===== config.mk =====
export PLATFORM = sky130hd
export DESIGN_NAME = tar_auth_ctrl
export DESIGN_NICKNAME = d
export VERILOG_FILES = /design/src/tar_pkg.sv /design/src/tar_auth_ctrl.sv
export SDC_FILE = /design/constraint.sdc
export NUM_CORES = 1
export LEC_CHECK = 0
export ABC_AREA = 0
export BUFFER_PORTS_ARGS = -buffer_cell sky130_fd_sc_hd__clkbuf_2
export CAP_MARGIN = 20
export CORE_MARGIN = 5
export CORE_UTILIZATION = 40
export DETAILED_ROUTE_END_ITERATION = 8
export HOLD_SLACK_MARGIN = 0.12
export PLACE_DENSITY = 0.57
export SYNTH_ARGS = -nofsm -noshare
export SYNTH_HDL_FRONTEND = slang
export SYNTH_SLANG_ARGS = --single-unit

===== constraint.sdc =====
create_clock -name ref_clk -period 7.4 [get_ports ref_clk]
set_input_delay 0 -clock ref_clk [delete_from_list [all_inputs] [get_ports ref_clk]]
set_output_delay 0 -clock ref_clk [all_outputs]
set_load 0.01 [all_outputs]

===== src/tar_pkg.sv =====
package tar_pkg;

  // Clock and base timing
  localparam int unsigned CLK_HZ         = 10_000_000;
  localparam int unsigned QUARTER_MS     = 250;
  localparam int unsigned QUARTER_CYCLES = CLK_HZ / 1000 * QUARTER_MS;
  localparam int unsigned TRIG_DELAY_MS  = 10;
  localparam int unsigned TRIG_CYCLES    = CLK_HZ / 1000 * TRIG_DELAY_MS;

  // Periods counted in quarter seconds
  localparam logic [6:0] AUTH_Q_1S  = 7'h04;
  localparam logic [6:0] AUTH_Q_8S  = 7'h20;
  localparam logic [6:0] AUTH_Q_16S = 7'h40;
  localparam logic [6:0] POLL_Q_025 = 7'h01;
  localparam logic [6:0] POLL_Q_050 = 7'h02;
  localparam logic [6:0] POLL_Q_100 = 7'h04;

  // Shadow memory map
  localparam int unsigned MEM_DEPTH     = 30;
  localparam logic [4:0]  MEM_CHALLENGE_TRIGGER_IN_BASE = 5'h00;
  localparam logic [4:0]  MEM_MAC_BASE  = 5'h08;
  localparam logic [7:0]  MEM_CFG_LO    = 8'h1C;
  localparam logic [7:0]  MEM_CFG_HI    = 8'h1D;
  localparam logic [7:0]  MEM_RESERVED  = 8'hFF;
  localparam logic [7:0]  MEM_RESET     = 8'h00;

  // auth_config_word fields
  localparam int unsigned CFG_RETRY_LSB  = 0;
  localparam int unsigned CFG_PAUTH_LSB  = 2;
  localparam int unsigned CFG_POLL_LSB   = 4;
  localparam int unsigned CFG_ASYNC_BIT  = 6;
  localparam int unsigned CFG_POL_BIT    = 7;
  localparam int unsigned CFG_STYLE_BIT  = 8;
  localparam int unsigned CFG_SPEED_BIT  = 9;
  localparam int unsigned CFG_LOCK_LSB   = 10;
  localparam int unsigned CFG_FAIL_FLAG_BIT  = 13;
  localparam int unsigned CFG_PASS_FLAG_BIT  = 14;
  localparam int unsigned CFG_LOCK_STATUS_FLAG_BIT  = 15;
  localparam logic [1:0]  LOCK_CODE      = 2'h2;

  // Token exchange
  localparam logic [7:0] CMD_SKIP   = 8'hCC;
  localparam logic [4:0] CHALLENGE_TRIGGER_IN_LAST  = 5'h07;
  localparam logic [7:0] MAC_LAST   = 8'h9F;

  typedef enum logic [1:0] {
    TAR_OP_RESET = 2'h0,
    TAR_OP_WRITE = 2'h1,
    TAR_OP_ZERO8 = 2'h2,
    TAR_OP_READ  = 2'h3
  } tar_op_e;

  typedef struct packed {
    tar_op_e    kind;
    logic [7:0] data;
  } tar_mop_s;

  typedef enum logic [9:0] {
    S_IDLE = 10'h001,
    S_RST  = 10'h002,
    S_SKIP = 10'h004,
    S_WCMD = 10'h008,
    S_CHALLENGE_TRIGGER_IN = 10'h010,
    S_MCMD = 10'h020,
    S_ZERO = 10'h040,
    S_READ = 10'h080,
    S_FRST = 10'h100,
    S_POLL = 10'h200
  } tar_state_e;

endpackage


===== src/tar_auth_ctrl.sv =====
`timescale 1ns/10ps
module tar_auth_ctrl #(
  parameter int unsigned QUARTER_CYCLES = tar_pkg::QUARTER_CYCLES,
  parameter int unsigned TRIG_CYCLES    = tar_pkg::TRIG_CYCLES,
  parameter logic [7:0]  CMD_WRITE_CHALLENGE_TRIGGER_IN = 8'h0F,
  parameter logic [7:0]  CMD_COMPUTE    = 8'h33
) (
  input  wire logic              ref_clk,
  input  wire logic              reset_n,
  input  wire logic              challenge_trigger_in,
  output tar_pkg::tar_mop_s      mop,
  output logic                   mop_valid,
  output logic                   mop_strong_pullup,
  input  wire logic              mop_done,
  input  wire logic              mop_presence,
  input  wire logic              mop_bit,
  input  wire logic              async_presence_in,
  output logic                   overdrive_sel,
  output logic                   pass_line_out,
  output logic                   pass_line_oe,
  output logic                   fail_line_out,
  output logic                   fail_line_oe,
  input  wire logic              prog_wr_en,
  input  wire logic [7:0]        prog_addr,
  input  wire logic [7:0]        prog_wr_data,
  input  wire logic              prog_copy,
  output logic [7:0]             prog_rd_data
);

  logic [7:0]  mem [tar_pkg::MEM_DEPTH];
  logic [15:0] auth_config_word;
  logic        lock_reg, lock_next;
  logic [7:0]  rd_reg, rd_next;

  tar_pkg::tar_state_e st_reg, st_next;
  logic [3:0]  att_reg, att_next;
  logic [4:0]  byte_reg, byte_next;
  logic [7:0]  bit_reg, bit_next;
  logic        mism_reg, mism_next;
  logic        pass_reg, pass_next, fail_reg, fail_next;
  logic        pass_flag_reg, pass_flag_next, fail_flag_reg, fail_flag_next;
  logic [21:0] qcnt_reg, qcnt_next;
  logic        blink_reg, blink_next;
  logic [6:0]  acnt_reg, acnt_next, pcnt_reg, pcnt_next;
  logic        areq_reg, areq_next, preq_reg, preq_next;
  logic [16:0] dcnt_reg, dcnt_next;
  logic        dpend_reg, dpend_next;
  logic        tprev_reg, tprev_next;
  logic        trig_act, qtick, start, bit_bad;
  logic [6:0]  auth_per, poll_per;

  function automatic logic [3:0] last_attempt(input logic [1:0] sel);
    last_attempt = 4'((5'h01 << sel) - 5'h01);
  endfunction

  function automatic logic [6:0] period_q(input logic [1:0] sel, input logic poll);
    case (sel)
      2'h1:    period_q = poll ? tar_pkg::POLL_Q_025 : tar_pkg::AUTH_Q_1S;
      2'h2:    period_q = poll ? tar_pkg::POLL_Q_050 : tar_pkg::AUTH_Q_8S;
      2'h3:    period_q = poll ? tar_pkg::POLL_Q_100 : tar_pkg::AUTH_Q_16S;
      default: period_q = 7'h00;
    endcase
  endfunction

  // Status bits live outside the shadow so writes can never forge them
  assign auth_config_word = {lock_reg, pass_flag_reg, fail_flag_reg, 1'b0,
                             mem[29][3:0], mem[28]};
  assign overdrive_sel = auth_config_word[tar_pkg::CFG_SPEED_BIT];
  assign auth_per = period_q(auth_config_word[tar_pkg::CFG_PAUTH_LSB +: 2], 1'b0);
  assign poll_per = period_q(auth_config_word[tar_pkg::CFG_POLL_LSB +: 2], 1'b1);
  assign trig_act = challenge_trigger_in
                    ~^ auth_config_word[tar_pkg::CFG_POL_BIT];
  assign bit_bad = mop_bit != mem[tar_pkg::MEM_MAC_BASE + 5'(bit_reg[7:3])][bit_reg[2:0]];

  // Programming port: shadow writes, copy commits the lock
  always_comb begin
    lock_next = lock_reg;
    if (prog_copy && !lock_reg &&
        auth_config_word[tar_pkg::CFG_LOCK_LSB +: 2] == tar_pkg::LOCK_CODE) begin
      lock_next = 1'b1;
    end
    if (prog_addr == tar_pkg::MEM_CFG_HI) begin
      rd_next = auth_config_word[15:8];
    end else if (prog_addr < 8'(tar_pkg::MEM_DEPTH)) begin
      rd_next = mem[prog_addr[4:0]];
    end else begin
      rd_next = tar_pkg::MEM_RESERVED;
    end
  end

  always_ff @(posedge ref_clk or negedge reset_n) begin
    if (!reset_n) begin
      lock_reg <= 1'b0;
      rd_reg   <= tar_pkg::MEM_RESET;
      for (int i = 0; i < tar_pkg::MEM_DEPTH; i++) begin
        mem[i] <= tar_pkg::MEM_RESET;
      end
    end else begin
      lock_reg <= lock_next;
      rd_reg   <= rd_next;
      // Locked storage ignores writes; reserved space is not stored
      if (prog_wr_en && !lock_reg && prog_addr < 8'(tar_pkg::MEM_DEPTH)) begin
        mem[prog_addr[4:0]] <= prog_wr_data;
      end
    end
  end

  assign prog_rd_data = rd_reg;

  // Token exchange and status
  assign mop_valid = st_reg != tar_pkg::S_IDLE;
  assign mop_strong_pullup = st_reg == tar_pkg::S_ZERO;
  assign qtick = qcnt_reg == 22'(QUARTER_CYCLES - 1);
  assign start = st_reg == tar_pkg::S_IDLE && !preq_reg &&
                 (areq_reg || (dpend_reg && dcnt_reg == 17'(TRIG_CYCLES - 1)));

  always_comb begin
    mop.kind = tar_pkg::TAR_OP_RESET;
    mop.data = tar_pkg::CMD_SKIP;
    case (st_reg)
      tar_pkg::S_SKIP: mop.kind = tar_pkg::TAR_OP_WRITE;
      tar_pkg::S_WCMD: begin
        mop.kind = tar_pkg::TAR_OP_WRITE;
        mop.data = CMD_WRITE_CHALLENGE_TRIGGER_IN;
      end
      tar_pkg::S_CHALLENGE_TRIGGER_IN: begin
        mop.kind = tar_pkg::TAR_OP_WRITE;
        mop.data = mem[tar_pkg::MEM_CHALLENGE_TRIGGER_IN_BASE + byte_reg];
      end
      tar_pkg::S_MCMD: begin
        mop.kind = tar_pkg::TAR_OP_WRITE;
        mop.data = CMD_COMPUTE;
      end
      tar_pkg::S_ZERO: mop.kind = tar_pkg::TAR_OP_ZERO8;
      tar_pkg::S_READ: mop.kind = tar_pkg::TAR_OP_READ;
      default: ;
    endcase
  end

  always_comb begin
    st_next    = st_reg;
    att_next   = att_reg;
    byte_next  = byte_reg;
    bit_next   = bit_reg;
    mism_next  = mism_reg;
    pass_next  = pass_reg;
    fail_next  = fail_reg;
    pass_flag_next = pass_flag_reg;
    fail_flag_next = fail_flag_reg;
    qcnt_next  = qtick ? 22'h00_0000 : qcnt_reg + 22'h00_0001;
    blink_next = qtick ? !blink_reg : blink_reg;
    acnt_next  = acnt_reg;
    pcnt_next  = pcnt_reg;
    areq_next  = areq_reg;
    preq_next  = preq_reg;
    dcnt_next  = dpend_reg ? dcnt_reg + 17'(dcnt_reg != 17'(TRIG_CYCLES - 1)) : 17'h0_0000;
    dpend_next = dpend_reg;
    tprev_next = trig_act;

    // Quarter-second periods; zero period means off
    if (qtick && auth_per != 7'h00) begin
      acnt_next = acnt_reg + 7'h01;
      if (acnt_reg + 7'h01 >= auth_per) begin
        acnt_next = 7'h00;
        areq_next = 1'b1;
      end
    end
    if (qtick && poll_per != 7'h00) begin
      pcnt_next = pcnt_reg + 7'h01;
      if (pcnt_reg + 7'h01 >= poll_per) begin
        pcnt_next = 7'h00;
        preq_next = 1'b1;
      end
    end

    // Reset leaves tprev low, so an active level at power-up counts as an edge
    if ((trig_act && !tprev_reg) ||
        (async_presence_in && auth_config_word[tar_pkg::CFG_ASYNC_BIT])) begin
      dpend_next = 1'b1;
      dcnt_next  = 17'h0_0000;
    end
    if (!trig_act && tprev_reg) begin
      pass_next  = 1'b0;
      fail_next  = 1'b0;
      pass_flag_next = 1'b0;
      fail_flag_next = 1'b0;
    end

    case (st_reg)
      tar_pkg::S_IDLE: begin
        if (preq_reg) begin
          preq_next = 1'b0;
          st_next   = tar_pkg::S_POLL;
        end else if (start) begin
          areq_next  = 1'b0;
          dpend_next = 1'b0;
          att_next   = 4'h0;
          pass_flag_next = 1'b0;
          fail_flag_next = 1'b0;
          st_next    = tar_pkg::S_RST;
        end
      end
      tar_pkg::S_RST: if (mop_done) begin
        if (mop_presence) begin
          st_next = tar_pkg::S_SKIP;
        end else begin
          pass_next = 1'b0;
          fail_next = 1'b0;
          st_next   = tar_pkg::S_IDLE;
        end
      end
      tar_pkg::S_SKIP: if (mop_done) st_next = tar_pkg::S_WCMD;
      tar_pkg::S_WCMD: if (mop_done) begin
        byte_next = 5'h00;
        st_next   = tar_pkg::S_CHALLENGE_TRIGGER_IN;
      end
      tar_pkg::S_CHALLENGE_TRIGGER_IN: if (mop_done) begin
        byte_next = byte_reg + 5'h01;
        if (byte_reg == tar_pkg::CHALLENGE_TRIGGER_IN_LAST) st_next = tar_pkg::S_MCMD;
      end
      tar_pkg::S_MCMD: if (mop_done) st_next = tar_pkg::S_ZERO;
      tar_pkg::S_ZERO: if (mop_done) begin
        bit_next  = 8'h00;
        mism_next = 1'b0;
        st_next   = tar_pkg::S_READ;
      end
      tar_pkg::S_READ: if (mop_done) begin
        mism_next = mism_reg | bit_bad;
        bit_next  = bit_reg + 8'h01;
        if (bit_reg == tar_pkg::MAC_LAST) st_next = tar_pkg::S_FRST;
      end
      tar_pkg::S_FRST: if (mop_done) begin
        st_next = tar_pkg::S_IDLE;
        if (!mop_presence) begin
          pass_next = 1'b0;
          fail_next = 1'b0;
        end else if (!mism_reg) begin
          pass_next  = 1'b1;
          fail_next  = 1'b0;
          pass_flag_next = 1'b1;
          fail_flag_next = 1'b0;
        end else if (att_reg != last_attempt(auth_config_word[1:0])) begin
          att_next = att_reg + 4'h1;
          st_next  = tar_pkg::S_RST;
        end else begin
          pass_next  = 1'b0;
          fail_next  = 1'b1;
          pass_flag_next = 1'b0;
          fail_flag_next = 1'b1;
        end
      end
      tar_pkg::S_POLL: if (mop_done) begin
        st_next = tar_pkg::S_IDLE;
        if (!mop_presence) begin
          pass_next  = 1'b0;
          fail_next  = 1'b0;
          pass_flag_next = 1'b0;
          fail_flag_next = 1'b0;
        end
      end
      default: st_next = tar_pkg::S_IDLE;
    endcase
  end

  always_ff @(posedge ref_clk or negedge reset_n) begin
    if (!reset_n) begin
      st_reg    <= tar_pkg::S_IDLE;
      att_reg   <= 4'h0;
      byte_reg  <= 5'h00;
      bit_reg   <= 8'h00;
      mism_reg  <= 1'b0;
      pass_reg  <= 1'b0;
      fail_reg  <= 1'b0;
      pass_flag_reg <= 1'b0;
      fail_flag_reg <= 1'b0;
      qcnt_reg  <= 22'h00_0000;
      blink_reg <= 1'b0;
      acnt_reg  <= 7'h00;
      pcnt_reg  <= 7'h00;
      areq_reg  <= 1'b0;
      preq_reg  <= 1'b0;
      dcnt_reg  <= 17'h0_0000;
      dpend_reg <= 1'b0;
      tprev_reg <= 1'b0;
    end else begin
      st_reg    <= st_next;
      att_reg   <= att_next;
      byte_reg  <= byte_next;
      bit_reg   <= bit_next;
      mism_reg  <= mism_next;
      pass_reg  <= pass_next;
      fail_reg  <= fail_next;
      pass_flag_reg <= pass_flag_next;
      fail_flag_reg <= fail_flag_next;
      qcnt_reg  <= qcnt_next;
      blink_reg <= blink_next;
      acnt_reg  <= acnt_next;
      pcnt_reg  <= pcnt_next;
      areq_reg  <= areq_next;
      preq_reg  <= preq_next;
      dcnt_reg  <= dcnt_next;
      dpend_reg <= dpend_next;
      tprev_reg <= tprev_next;
    end
  end

  // Open drain: only ever pull low
  assign pass_line_out = 1'b0;
  assign fail_line_out = 1'b0;
  assign pass_line_oe  = pass_reg;
  assign fail_line_oe  = fail_reg &&
                         (!auth_config_word[tar_pkg::CFG_STYLE_BIT] || blink_reg);
endmodule // tar_auth_ctrl


==> results.json, run 1 <==
{
  "yosys.area_share.simple": 0.08384,
  "drv_cap": 0,
  "grt_overflow_total": 0,
  "final.setup.tns_ns": 0,
  "clockBufferDepth": 3,
  "syn2layout_area_growth_pct": 10.97,
  "routed_wl_mm": 59.77,
  "rrSetupSlack_ns": 3.38,
  "synth_cells": 1550,
  "cts_tree": "yes",
  "vias_per_cell": 6.209,
  "synth_fa_ha_area_frac": 0.009427,
  "grt_setup_unrepaired": "no",
  "start_kind": "flip-flop",
  "finClkSkew_ns": 0.01324,
  "initial_core_util": 0.4059,
  "io_pins": 50,
  "crit_required_ns": 7.40,
  "period_minus_slack_ns": 4.062,
  "finalSetupViolCount": 0,
  "fin_area_um2": 22090,
  "std_cell_rows": 81,
  "p_per_area_nw_per_um2": 197.1,
  "yosysWarnings": 0,
  "hpwl_mm": 40.20,
  "port_buffers": 47,
  "instances_no_fill": 2253,
  "min_period_over_period": 0.5489,
  "synthArstFlopShare": 1.000,
  "cts_setup_buffers": 0,
  "gp_congestion": 0.9126,
  "synthMuxAreaShare": 0.3565,
  "syn_area_per_cell_um2": 12.84,
  "post_drt_wl_per_cell_um": 26.53,
  "die_h_um": 233.1,
  "clk_pin_slew_ns": 0.06,
  "critPathKind": "reg2out",
  "numCtsBuffers": 40,
  "ys.flop_type": "dfrtp_1",
  "insertion_delay_ns": 0.56,
  "outcome": "complete, no violations",
  "worst_pin_slew_ns": 1.160,
  "final_cell_mix": "dfrtp_1 (334), mux2_2 (257), mux4_2 (157)",
  "ys_seq_area_frac": 0.4262,
  "final_hold_viol_count": 0,
  "grt_max_degree": 162,
  "largest_reg_flops": 228,
  "mostFrequentLayoutCell": "dfrtp_1",
  "ff2ff_path_depth": 9,
  "ys_seq_elements": 339,
  "maxClockFrequency_ghz": 0.2462,
  "dieArea_um2": 54330,
  "final_core_util": 0.4504,
  "grt_usage": 0.2227,
  "drive_gt1_frac": 0.3531,
  "die_x_um": 233.1,
  "htree_levels": 2,
  "p_leak_uw": 0.009425,
  "route.detailed.drc": 0,
  "synth_compound_area_frac": 0.07460,
  "placed_cells_incl_taps": 2170,
  "nNetsFinal": 1600,
  "ant_nets": 0,
  "core_area_um2": 49050,
  "place_area_um2": 20650,
  "antenna_cells": 0,
  "clockRootBuffer": "clkbuf_16",
  "cts_sinks": 339,
  "grt_pass1_vias": 13990,
  "cp_max_fo": 40,
  "first_iter_violations": 1460,
  "min_path_type": "in2async",
  "maxSlewHeadroom": 0.2238,
  "vdd_drop_max_v": 0.0001762,
  "reg2reg_to": "mism_reg",
  "finalMaxSlewViolations": 0,
  "worst_setup_path_end_kind": "output pin",
  "vias": 13990,
  "synth_cell_type_count": 68,
  "critPathArrivalTime_ns": 4.06,
  "hold-worst-slack_ns": 0.1069,
  "grt_first_pass_wirelength_mm": 91.83,
  "synth_xor_area_frac": 0.01892,
  "synth_edf_count": 0,
  "dr.pass1.iters": 5,
  "antenna_found_initial": 3,
  "fillers": 4505,
  "synth_top_family_by_area": "multiplexers",
  "syn_area_um2": 19910,
  "regToRegStartpoint": "bit_reg[3]"
}
-- timing repair --
action                                 4_1_cts  5_1_grt
hold buffers                                11        0
endpoints found under the hold margin      134        0
resized for setup                            0        0
-- per-stage QoR --
step,power (µW),setup slack (ns)
4_1_cts,4401,3.301
2_1_floorplan,2224,4.856
3_3_place_gp,2360,3.531
6_report,4355,3.338
5_1_grt,4521,3.055
3_5_place_dp,2369,3.457
-- cells by family after synthesis --
| group | after synthesis |
|---|---|
| adder cells (fa/ha/maj) | 15 |
| flip-flops | 339 |
| AO/OA/AOI/OAI | 222 |
| other | 1 |
| AND/OR/NAND/NOR | 339 |
| multiplexers | 458 |
| buffers and inverters | 133 |
| XOR/XNOR | 43 |
-- cell type report --
type                    instances  area [µm²]  share of cell area
multi-input cells            1079       10840              0.4908
flip-flops and latches        339        8494              0.3845
clock buffers                  56        1142             0.05171
well taps                     664       830.8             0.03761
repair buffers                 77       516.7             0.02339
clock inverters                15       178.9            0.008099
inverters                      23       86.33            0.003908
-- cell usage after synthesis (23+ instances only) --
cell	instances	area (µm²)
o21ai_0	59	295.3
mux2i_1	30	300.3
xor2_1	26	227.7
nor2_1	83	311.6
nand2b_1	23	143.9
mux4_2	157	3536
inv_1	23	86.33
dfrtp_1	338	8458
clkbuf_1	75	281.5
a22oi_1	27	202.7
mux2_2	257	2894
nand3_1	33	165.2
nand2_1	99	371.6
a21oi_1	29	145.1
-- report_power, final --
| part | switching [µW] | internal, µW |
|---|---|---|
| clock | 798 | 1210 |
| sequential | 75.2 | 1930 |
| combinational | 181 | 159 |
| total | 1050 | 3300 |
-- worst max path at each step --
stage / startpoint / endpoint / depth (start not counted)
final: byte_reg[0] / mop[1] / 6
after global routing: byte_reg[0] / mop[1] / 6
after CTS: byte_reg[0] / mop[1] / 6
after detailed placement: bit_reg[3] / mism_reg / 9
after global placement: bit_reg[3] / mism_reg / 9
after floorplan: bit_reg[3] / mism_reg / 11
-- critical path, cell delays in order (launching register included) --
cell and delay, ns:
dfrtp_4 0.92, buf_4 0.63, mux4_2 0.64, mux4_2 0.51
mux2i_1 0.36, o21ai_0 0.19, clkbuf_2 0.17
-- layer usage --
metal	vias up	routed length, µm	part of all wire	global-route usage
li1	5964	-	-	-
met1	7356	25940	0.43	0.3198
met2	546	27040	0.45	0.3379
met3	119	4608	0.077	0.04655
met4	4	2154	0.036	0.07680
met5	-	30	0.00050	0
(Power assumes the default switching activity.)
==> run 2: changes to the inputs <==
--- a/config.mk
+++ b/config.mk
@@ -12,7 +12,7 @@
 export CORE_UTILIZATION = 40
 export DETAILED_ROUTE_END_ITERATION = 8
 export HOLD_SLACK_MARGIN = 0.12
-export PLACE_DENSITY = 0.57
+export PLACE_DENSITY = 0.59
 export SYNTH_ARGS = -nofsm -noshare
 export SYNTH_HDL_FRONTEND = slang
 export SYNTH_SLANG_ARGS = --single-unit
==> constraint.sdc (replaced) <==
create_clock -name ref_clk -period 3.7 [get_ports ref_clk]
set_input_delay 0 -clock ref_clk [delete_from_list [all_inputs] [get_ports ref_clk]]
set_output_delay 0 -clock ref_clk [all_outputs]
set_load 0.01 [all_outputs]
==> run 2 against run 1 <==
Die area unchanged. Clock power up 98%. Wire length barely moved.
==> results.json, run 2 (synthesized netlist as in run 1, its figures left out) <==
{
  "finalMaxSlewViolations": 0,
  "insertion_delay_ns": 0.56,
  "ant_nets": 0,
  "cts_sinks": 339,
  "place_area_um2": 20980,
  "drive_gt1_frac": 0.3665,
  "crit_path_max_incr_delay_ns": 0.84,
  "p_leak_uw": 0.009640,
  "dr.pass1.iters": 5,
  "final_hold_viol_count": 0,
  "drv_cap": 0,
  "min_path_type": "in2reg",
  "largest_reg_flops": 228,
  "cts_tree": "yes",
  "grt_max_degree": 94,
  "multi_input_area_um2": 10830,
  "cts_hold_buffers": 15,
  "instances_no_fill": 2293,
  "finClkSkew_ns": 0.02342,
  "clockRootBuffer": "clkbuf_16",
  "clockBufferDepth": 3,
  "start_kind": "flip-flop",
  "syn2layout_area_growth_pct": 12.78,
  "p_per_area_nw_per_um2": 386.7,
  "port_buffers": 47,
  "htree_levels": 2,
  "grt_first_pass_wirelength_mm": 91.19,
  "clk_pin_slew_ns": 0.07,
  "io_pins": 50,
  "grt_usage": 0.2206,
  "period_minus_slack_ns": 3.427,
  "hold_path_depth": 3,
  "worst_setup_path_end_kind": "flip-flop",
  "antenna_found_initial": 2,
  "regArea_um2": 8494,
  "min_period_over_period": 0.9263,
  "fin_area_um2": 22450,
  "grt_pass1_vias": 14090,
  "min-delay-start": "prog_wr_data[2]",
  "antenna_cells": 0,
  "grt_overflow_total": 0,
  "regToRegStartpoint": "bit_reg[3]",
  "route.detailed.drc": 0,
  "dieArea_um2": 54330,
  "nNetsFinal": 1641,
  "critPathSlowestCell": "dfrtp_4",
  "post_drt_wl_per_cell_um": 26.09,
  "cts_resized": 0,
  "critPathArrivalTime_ns": 3.86,
  "routed_wl_mm": 59.82,
  "worst_pin_slew_ns": 0.9148,
  "crit_end": "mism_reg",
  "critPathLaunch": "bit_reg[3]",
  "crit_required_ns": 4.13,
  "first_iter_violations": 1640,
  "fillers": 4450,
  "outcome": "complete, no violations",
  "crit_chain": "buf_4 -> buf_4 -> mux2i_1 -> o21ai_0 -> nand2_1 -> a2111oi_0 -> o31a_1 -> mux4_2 -> xnor2_1 -> a21oi_1",
  "mostFrequentLayoutCell": "dfrtp_1",
  "vias": 14240,
  "cts_setup_buffers": 0,
  "rrSetupSlack_ns": 0.27,
  "vias_per_cell": 6.208,
  "maxSlewHeadroom": 0.3868,
  "critPathKind": "reg2reg",
  "gp_congestion": 0.9641,
  "initial_core_util": 0.4059,
  "final.setup.tns_ns": 0,
  "final_cell_mix": "dfrtp_1 (334), mux2_2 (257), mux4_2 (157)",
  "reg2reg_to": "mism_reg",
  "hpwl_mm": 41.91,
  "grt_setup_unrepaired": "no",
  "numCtsBuffers": 39,
  "ff2ff_path_depth": 10,
  "vdd_drop_max_v": 0.0002769,
  "maxClockFrequency_ghz": 0.2918,
  "placed_cells_incl_taps": 2208,
  "die_x_um": 233.1,
  "std_cell_rows": 81,
  "core_area_um2": 49050,
  "finalSetupViolCount": 0,
  "cpMostUsedCell": "buf_4",
  "cp_max_fo": 33,
  "die_h_um": 233.1
}
[run 2: cell count changes in the layout (fill, tap and decap cells not counted), moves of 2 or more]
cell	before	now
inv_6	0	3
buf_4	18	51
clkbuf_16	41	39
clkinv_2	10	5
buf_12	1	6
dlygate4sd3_1	11	14
[run 2: critical path, delay by kind of cell, from the launching register on]
family / cells / cell delay (ns)
xor+xnor: 1 / 0.12
flops: 1 / 0.84
mux: 2 / 0.35
buf+inv: 2 / 0.60
compound gates: 4 / 1.29
simple gates: 1 / 0.08
[run 2: final cells by class]
type,count,area share
clock inverters,14,0.008470
clock buffers,55,0.04926
inverters,23,0.003845
multi-input cells,1079,0.4823
repair buffers,119,0.04079
flip-flops and latches,339,0.3783
well taps,664,0.03700
[run 2: layer usage]
layer  track usage  wire length (µm)  vias up
li1              -                 -     6059
met1        0.3081             25310     7365
met2        0.3291             26590      669
met3       0.06150              5509      138
met4       0.08436              2382        4
met5             0                28        -
[run 2: power breakdown]
group,switching (µW),leakage [µW],total (µW),internal [µW]
Sequential,164,0.00461,4020,3850
Combinational,361,0.00440,691,329
Clock,1600,0.000637,3980,2370
Total,2130,0.00964,8680,6550
[run 2: worst min path at each step]
stage / end
finish: auth_config_word[10]
global route: auth_config_word[10]
CTS: prog_rd_data[4]
detailed placement: pcnt_reg[5]
global placement: qcnt_reg[16]
floorplan: acnt_reg[0]
[run 2: metrics by stage]
step | total power [µW] | util | hold WS (ns) | worst slack, ns
finish | 8684 | 0.4577 | 0.1573 | 0.2726
global route | 8980 | 0.4577 | 0.1806 | 0.06263
CTS | 8760 | 0.4576 | 0.1608 | 0.3046
detailed placement | 4750 | 0.4278 | 0.09593 | 0.3129
global placement | 4730 | 0.4278 | 0.09549 | 0.3775
floorplan | 4449 | - | -0.2956 | 1.156
==> run 3: changes to the inputs <==
--- a/config.mk
+++ b/config.mk
@@ -5,7 +5,7 @@
 export SDC_FILE = /design/constraint.sdc
 export NUM_CORES = 1
 export LEC_CHECK = 0
-export ABC_AREA = 0
+export ABC_AREA = 1
 export BUFFER_PORTS_ARGS = -buffer_cell sky130_fd_sc_hd__clkbuf_2
 export CAP_MARGIN = 20
 export CORE_MARGIN = 5
==> run 3 against run 2 <==
Design area is 2.8% higher. Clock power increased by 7.8%. Critical path depth down 1. Largest cell class unchanged. Worst setup slack worse by 0.11 ns. Synthesized cell count is 86% higher. Synthesized area up 2.5%. Clock-buffer cell count is 2 lower. Sequential power fell by 6.7%. Global-route usage increased by 8.1 points.
==> results.json, run 3 <==
{
  "place_area_um2": 21470,
  "vdd_drop_max_v": 0.0003047,
  "antenna_found_initial": 2,
  "p_sw_uw": 2076,
  "multi_input_area_um2": 10160,
  "p_per_area_nw_per_um2": 370.7,
  "ys_seq_area_frac": 0.4157,
  "min_path_type": "in2async",
  "cts_tree": "yes",
  "fillers": 5102,
  "clockBufferDepth": 3,
  "timing.final.ws_setup_ns": 0.1595,
  "htree_levels": 2,
  "p_int_uw": 6480,
  "std_cell_rows": 82,
  "combPwrFrac": 0.059,
  "grt_usage": 0.3015,
  "mostFrequentLayoutCell": "nand2_1",
  "die_h_um": 235.9,
  "cts_hold_buffers": 17,
  "grt_pass1_vias": 19900,
  "ys_seq_elements": 339,
  "port_buffers": 47,
  "yosysTopAreaCell": "dfrtp_1",
  "final.setup.tns_ns": 0,
  "total_power_uw": 8556,
  "die_x_um": 235.9,
  "fin_area_um2": 23080,
  "syn2layout_area_growth_pct": 13.08,
  "clockRootBuffer": "clkbuf_16",
  "synthArstFlopShare": 1.000,
  "cts_resized": 0,
  "maxSlewHeadroom": 0.2827,
  "p_leak_uw": 0.01002,
  "drv_cap": 0,
  "synth_edf_count": 0,
  "cp_max_fo": 15,
  "gp_congestion": 1.042,
  "crit_required_ns": 3.70,
  "finalMaxSlewViolations": 0,
  "pwr-share-seq": 0.439,
  "regArea_um2": 8492,
  "synth_common_cells": "nand2_1 (787), o21ai_0 (455), dfrtp_1 (338), inv_1 (266), nand3_1 (231)",
  "hpwl_mm": 61.23,
  "routed_wl_mm": 86.48,
  "outcome": "complete, no violations",
  "finClkSkew_ns": 0.02579,
  "start_kind": "flip-flop",
  "numCtsBuffers": 41,
  "core_area_um2": 50270,
  "pre_cts_slack_ns": 0.8768,
  "ys.flop_type": "dfrtp_1",
  "grt_max_degree": 108,
  "yosysWarnings": 0,
  "period_minus_slack_ns": 3.541,
  "dr.pass1.iters": 6,
  "cts_setup_buffers": 0,
  "vias_per_cell": 5.889,
  "worst_setup_path_end_kind": "output pin",
  "switching_share": 0.2427,
  "critPathKind": "reg2out",
  "synth_area_leaders": "dfrtp_1 (41%), nand2_1 (14%), o21ai_0 (11%), nand3_1 (5.7%), inv_1 (4.9%)",
  "p_clk_frac": 0.502,
  "final_hold_viol_count": 0,
  "syn_area_per_cell_um2": 7.084,
  "ant_nets": 0,
  "grt_overflow_total": 0,
  "dieArea_um2": 55640,
  "vias": 21120,
  "drive_gt1_frac": 0.08376,
  "grt_setup_unrepaired": "no",
  "final_cell_mix": "nand2_1 (787), o21ai_0 (455), dfrtp_1 (336)",
  "insertion_delay_ns": 0.59,
  "clk_pin_slew_ns": 0.06,
  "initial_core_util": 0.4060,
  "io_pins": 50,
  "grt_first_pass_wirelength_mm": 130.1,
  "first_iter_violations": 2803,
  "critPathArrivalTime_ns": 3.54,
  "min_period_over_period": 0.9569,
  "final_core_util": 0.4591,
  "largest_reg_flops": 228,
  "synth_cells": 2881,
  "synth_top_area_frac": 0.4144,
  "route.detailed.drc": 0,
  "maxClockFrequency_ghz": 0.2824,
  "worst_pin_slew_ns": 1.049,
  "cts_sinks": 339,
  "synth_cell_type_count": 58,
  "post_drt_wl_per_cell_um": 24.12,
  "syn_area_um2": 20410,
  "finalSetupViolCount": 0,
  "nNetsFinal": 2925,
  "synth.most_common_cell": "nand2_1"
}
## run 3: changes by cell type in the layout (fill, tap and decap cells not counted), sizes merged, moves of 24 or more
cell,delta
mux4,-171
inv,+248
nand3,+201
nand2,+694
mux2i,-30
o211ai,+38
a21oi,+102
mux2,-257
nor2,+79
o21ai,+405
nor3,+24
## run 3: per-layer routing
metal  vias to the layer above  wire length (µm)  global-route usage
li1                       9658                 -                   -
met1                     10060             37250              0.4271
met2                      1173             37210              0.4553
met3                       222              8206             0.06343
met4                         0              3821              0.1137
met5                         -                 0                   0
## run 3: layout make-up
| class | instances | share of cell area |
|---|---|---|
| multi-input cells | 2087 | 0.4400 |
| clock buffers | 53 | 0.05172 |
| repair buffers | 138 | 0.04803 |
| flip-flops and latches | 339 | 0.3679 |
| diodes | 1 | 0.0001084 |
| clock inverters | 18 | 0.01046 |
| inverters | 278 | 0.04527 |
| well taps | 672 | 0.03643 |
## run 3: logic make-up (layout without fill, tap and decap cells)
kind of cell,after synthesis,in the layout,synth area share
other,1,3,0.0001837
AND/OR/NAND/NOR,1272,1272,0.2648
XOR/XNOR,19,19,0.008154
adder cells (fa/ha/maj),15,15,0.009196
flip-flops,339,339,0.4157
buffers and inverters,456,487,0.08760
AO/OA/AOI/OAI,779,779,0.2144
## run 3: worst max-delay path: stages, from the launching register on
cell and delay [ns]:
dfrtp_1 0.39, inv_1 0.60, buf_4 0.40, o21ai_0 0.19
o22ai_1 0.23, nor2_1 0.12, a311oi_1 0.35, nor3_1 0.17
o21ai_0 0.31, clkbuf_2 0.20
## run 3: power by group through the flow
stage	registers, µW	clock network [µW]	logic [µW]
after floorplan	3820	0	198
after global placement	3820	0	479
after detailed placement	3820	0	487
after CTS	3750	4350	502
after global routing	3760	4490	540
final	3750	4290	508
## run 3: path summary, 6_finish.rpt
path	start	end	slack, ns	cells after the start
hold reg to reg	qcnt_reg[0]	qcnt_reg[0]	0.47	1
setup reg to reg	pcnt_reg[0]	preq_reg	0.87	8
max in group asynchronous	reset_n	mem[30]	2.65	3
setup / recovery	byte_reg[1]	mop[2]	0.16	9
hold / removal	reset_n	qcnt_reg[10]	0.11	2
min in group ref_clk	prog_wr_en	auth_config_word[3]	0.16	3
## run 3: metrics by stage
| step | instances | hold slack [ns] |
|---|---|---|
| after floorplan | 2882 | -0.2956 |
| after global placement | 3497 | 0.1244 |
| after detailed placement | 3497 | 0.1368 |
| after CTS | 3585 | 0.1324 |
| after global routing | 3585 | 0.1882 |
| final | 3586 | 0.1054 |
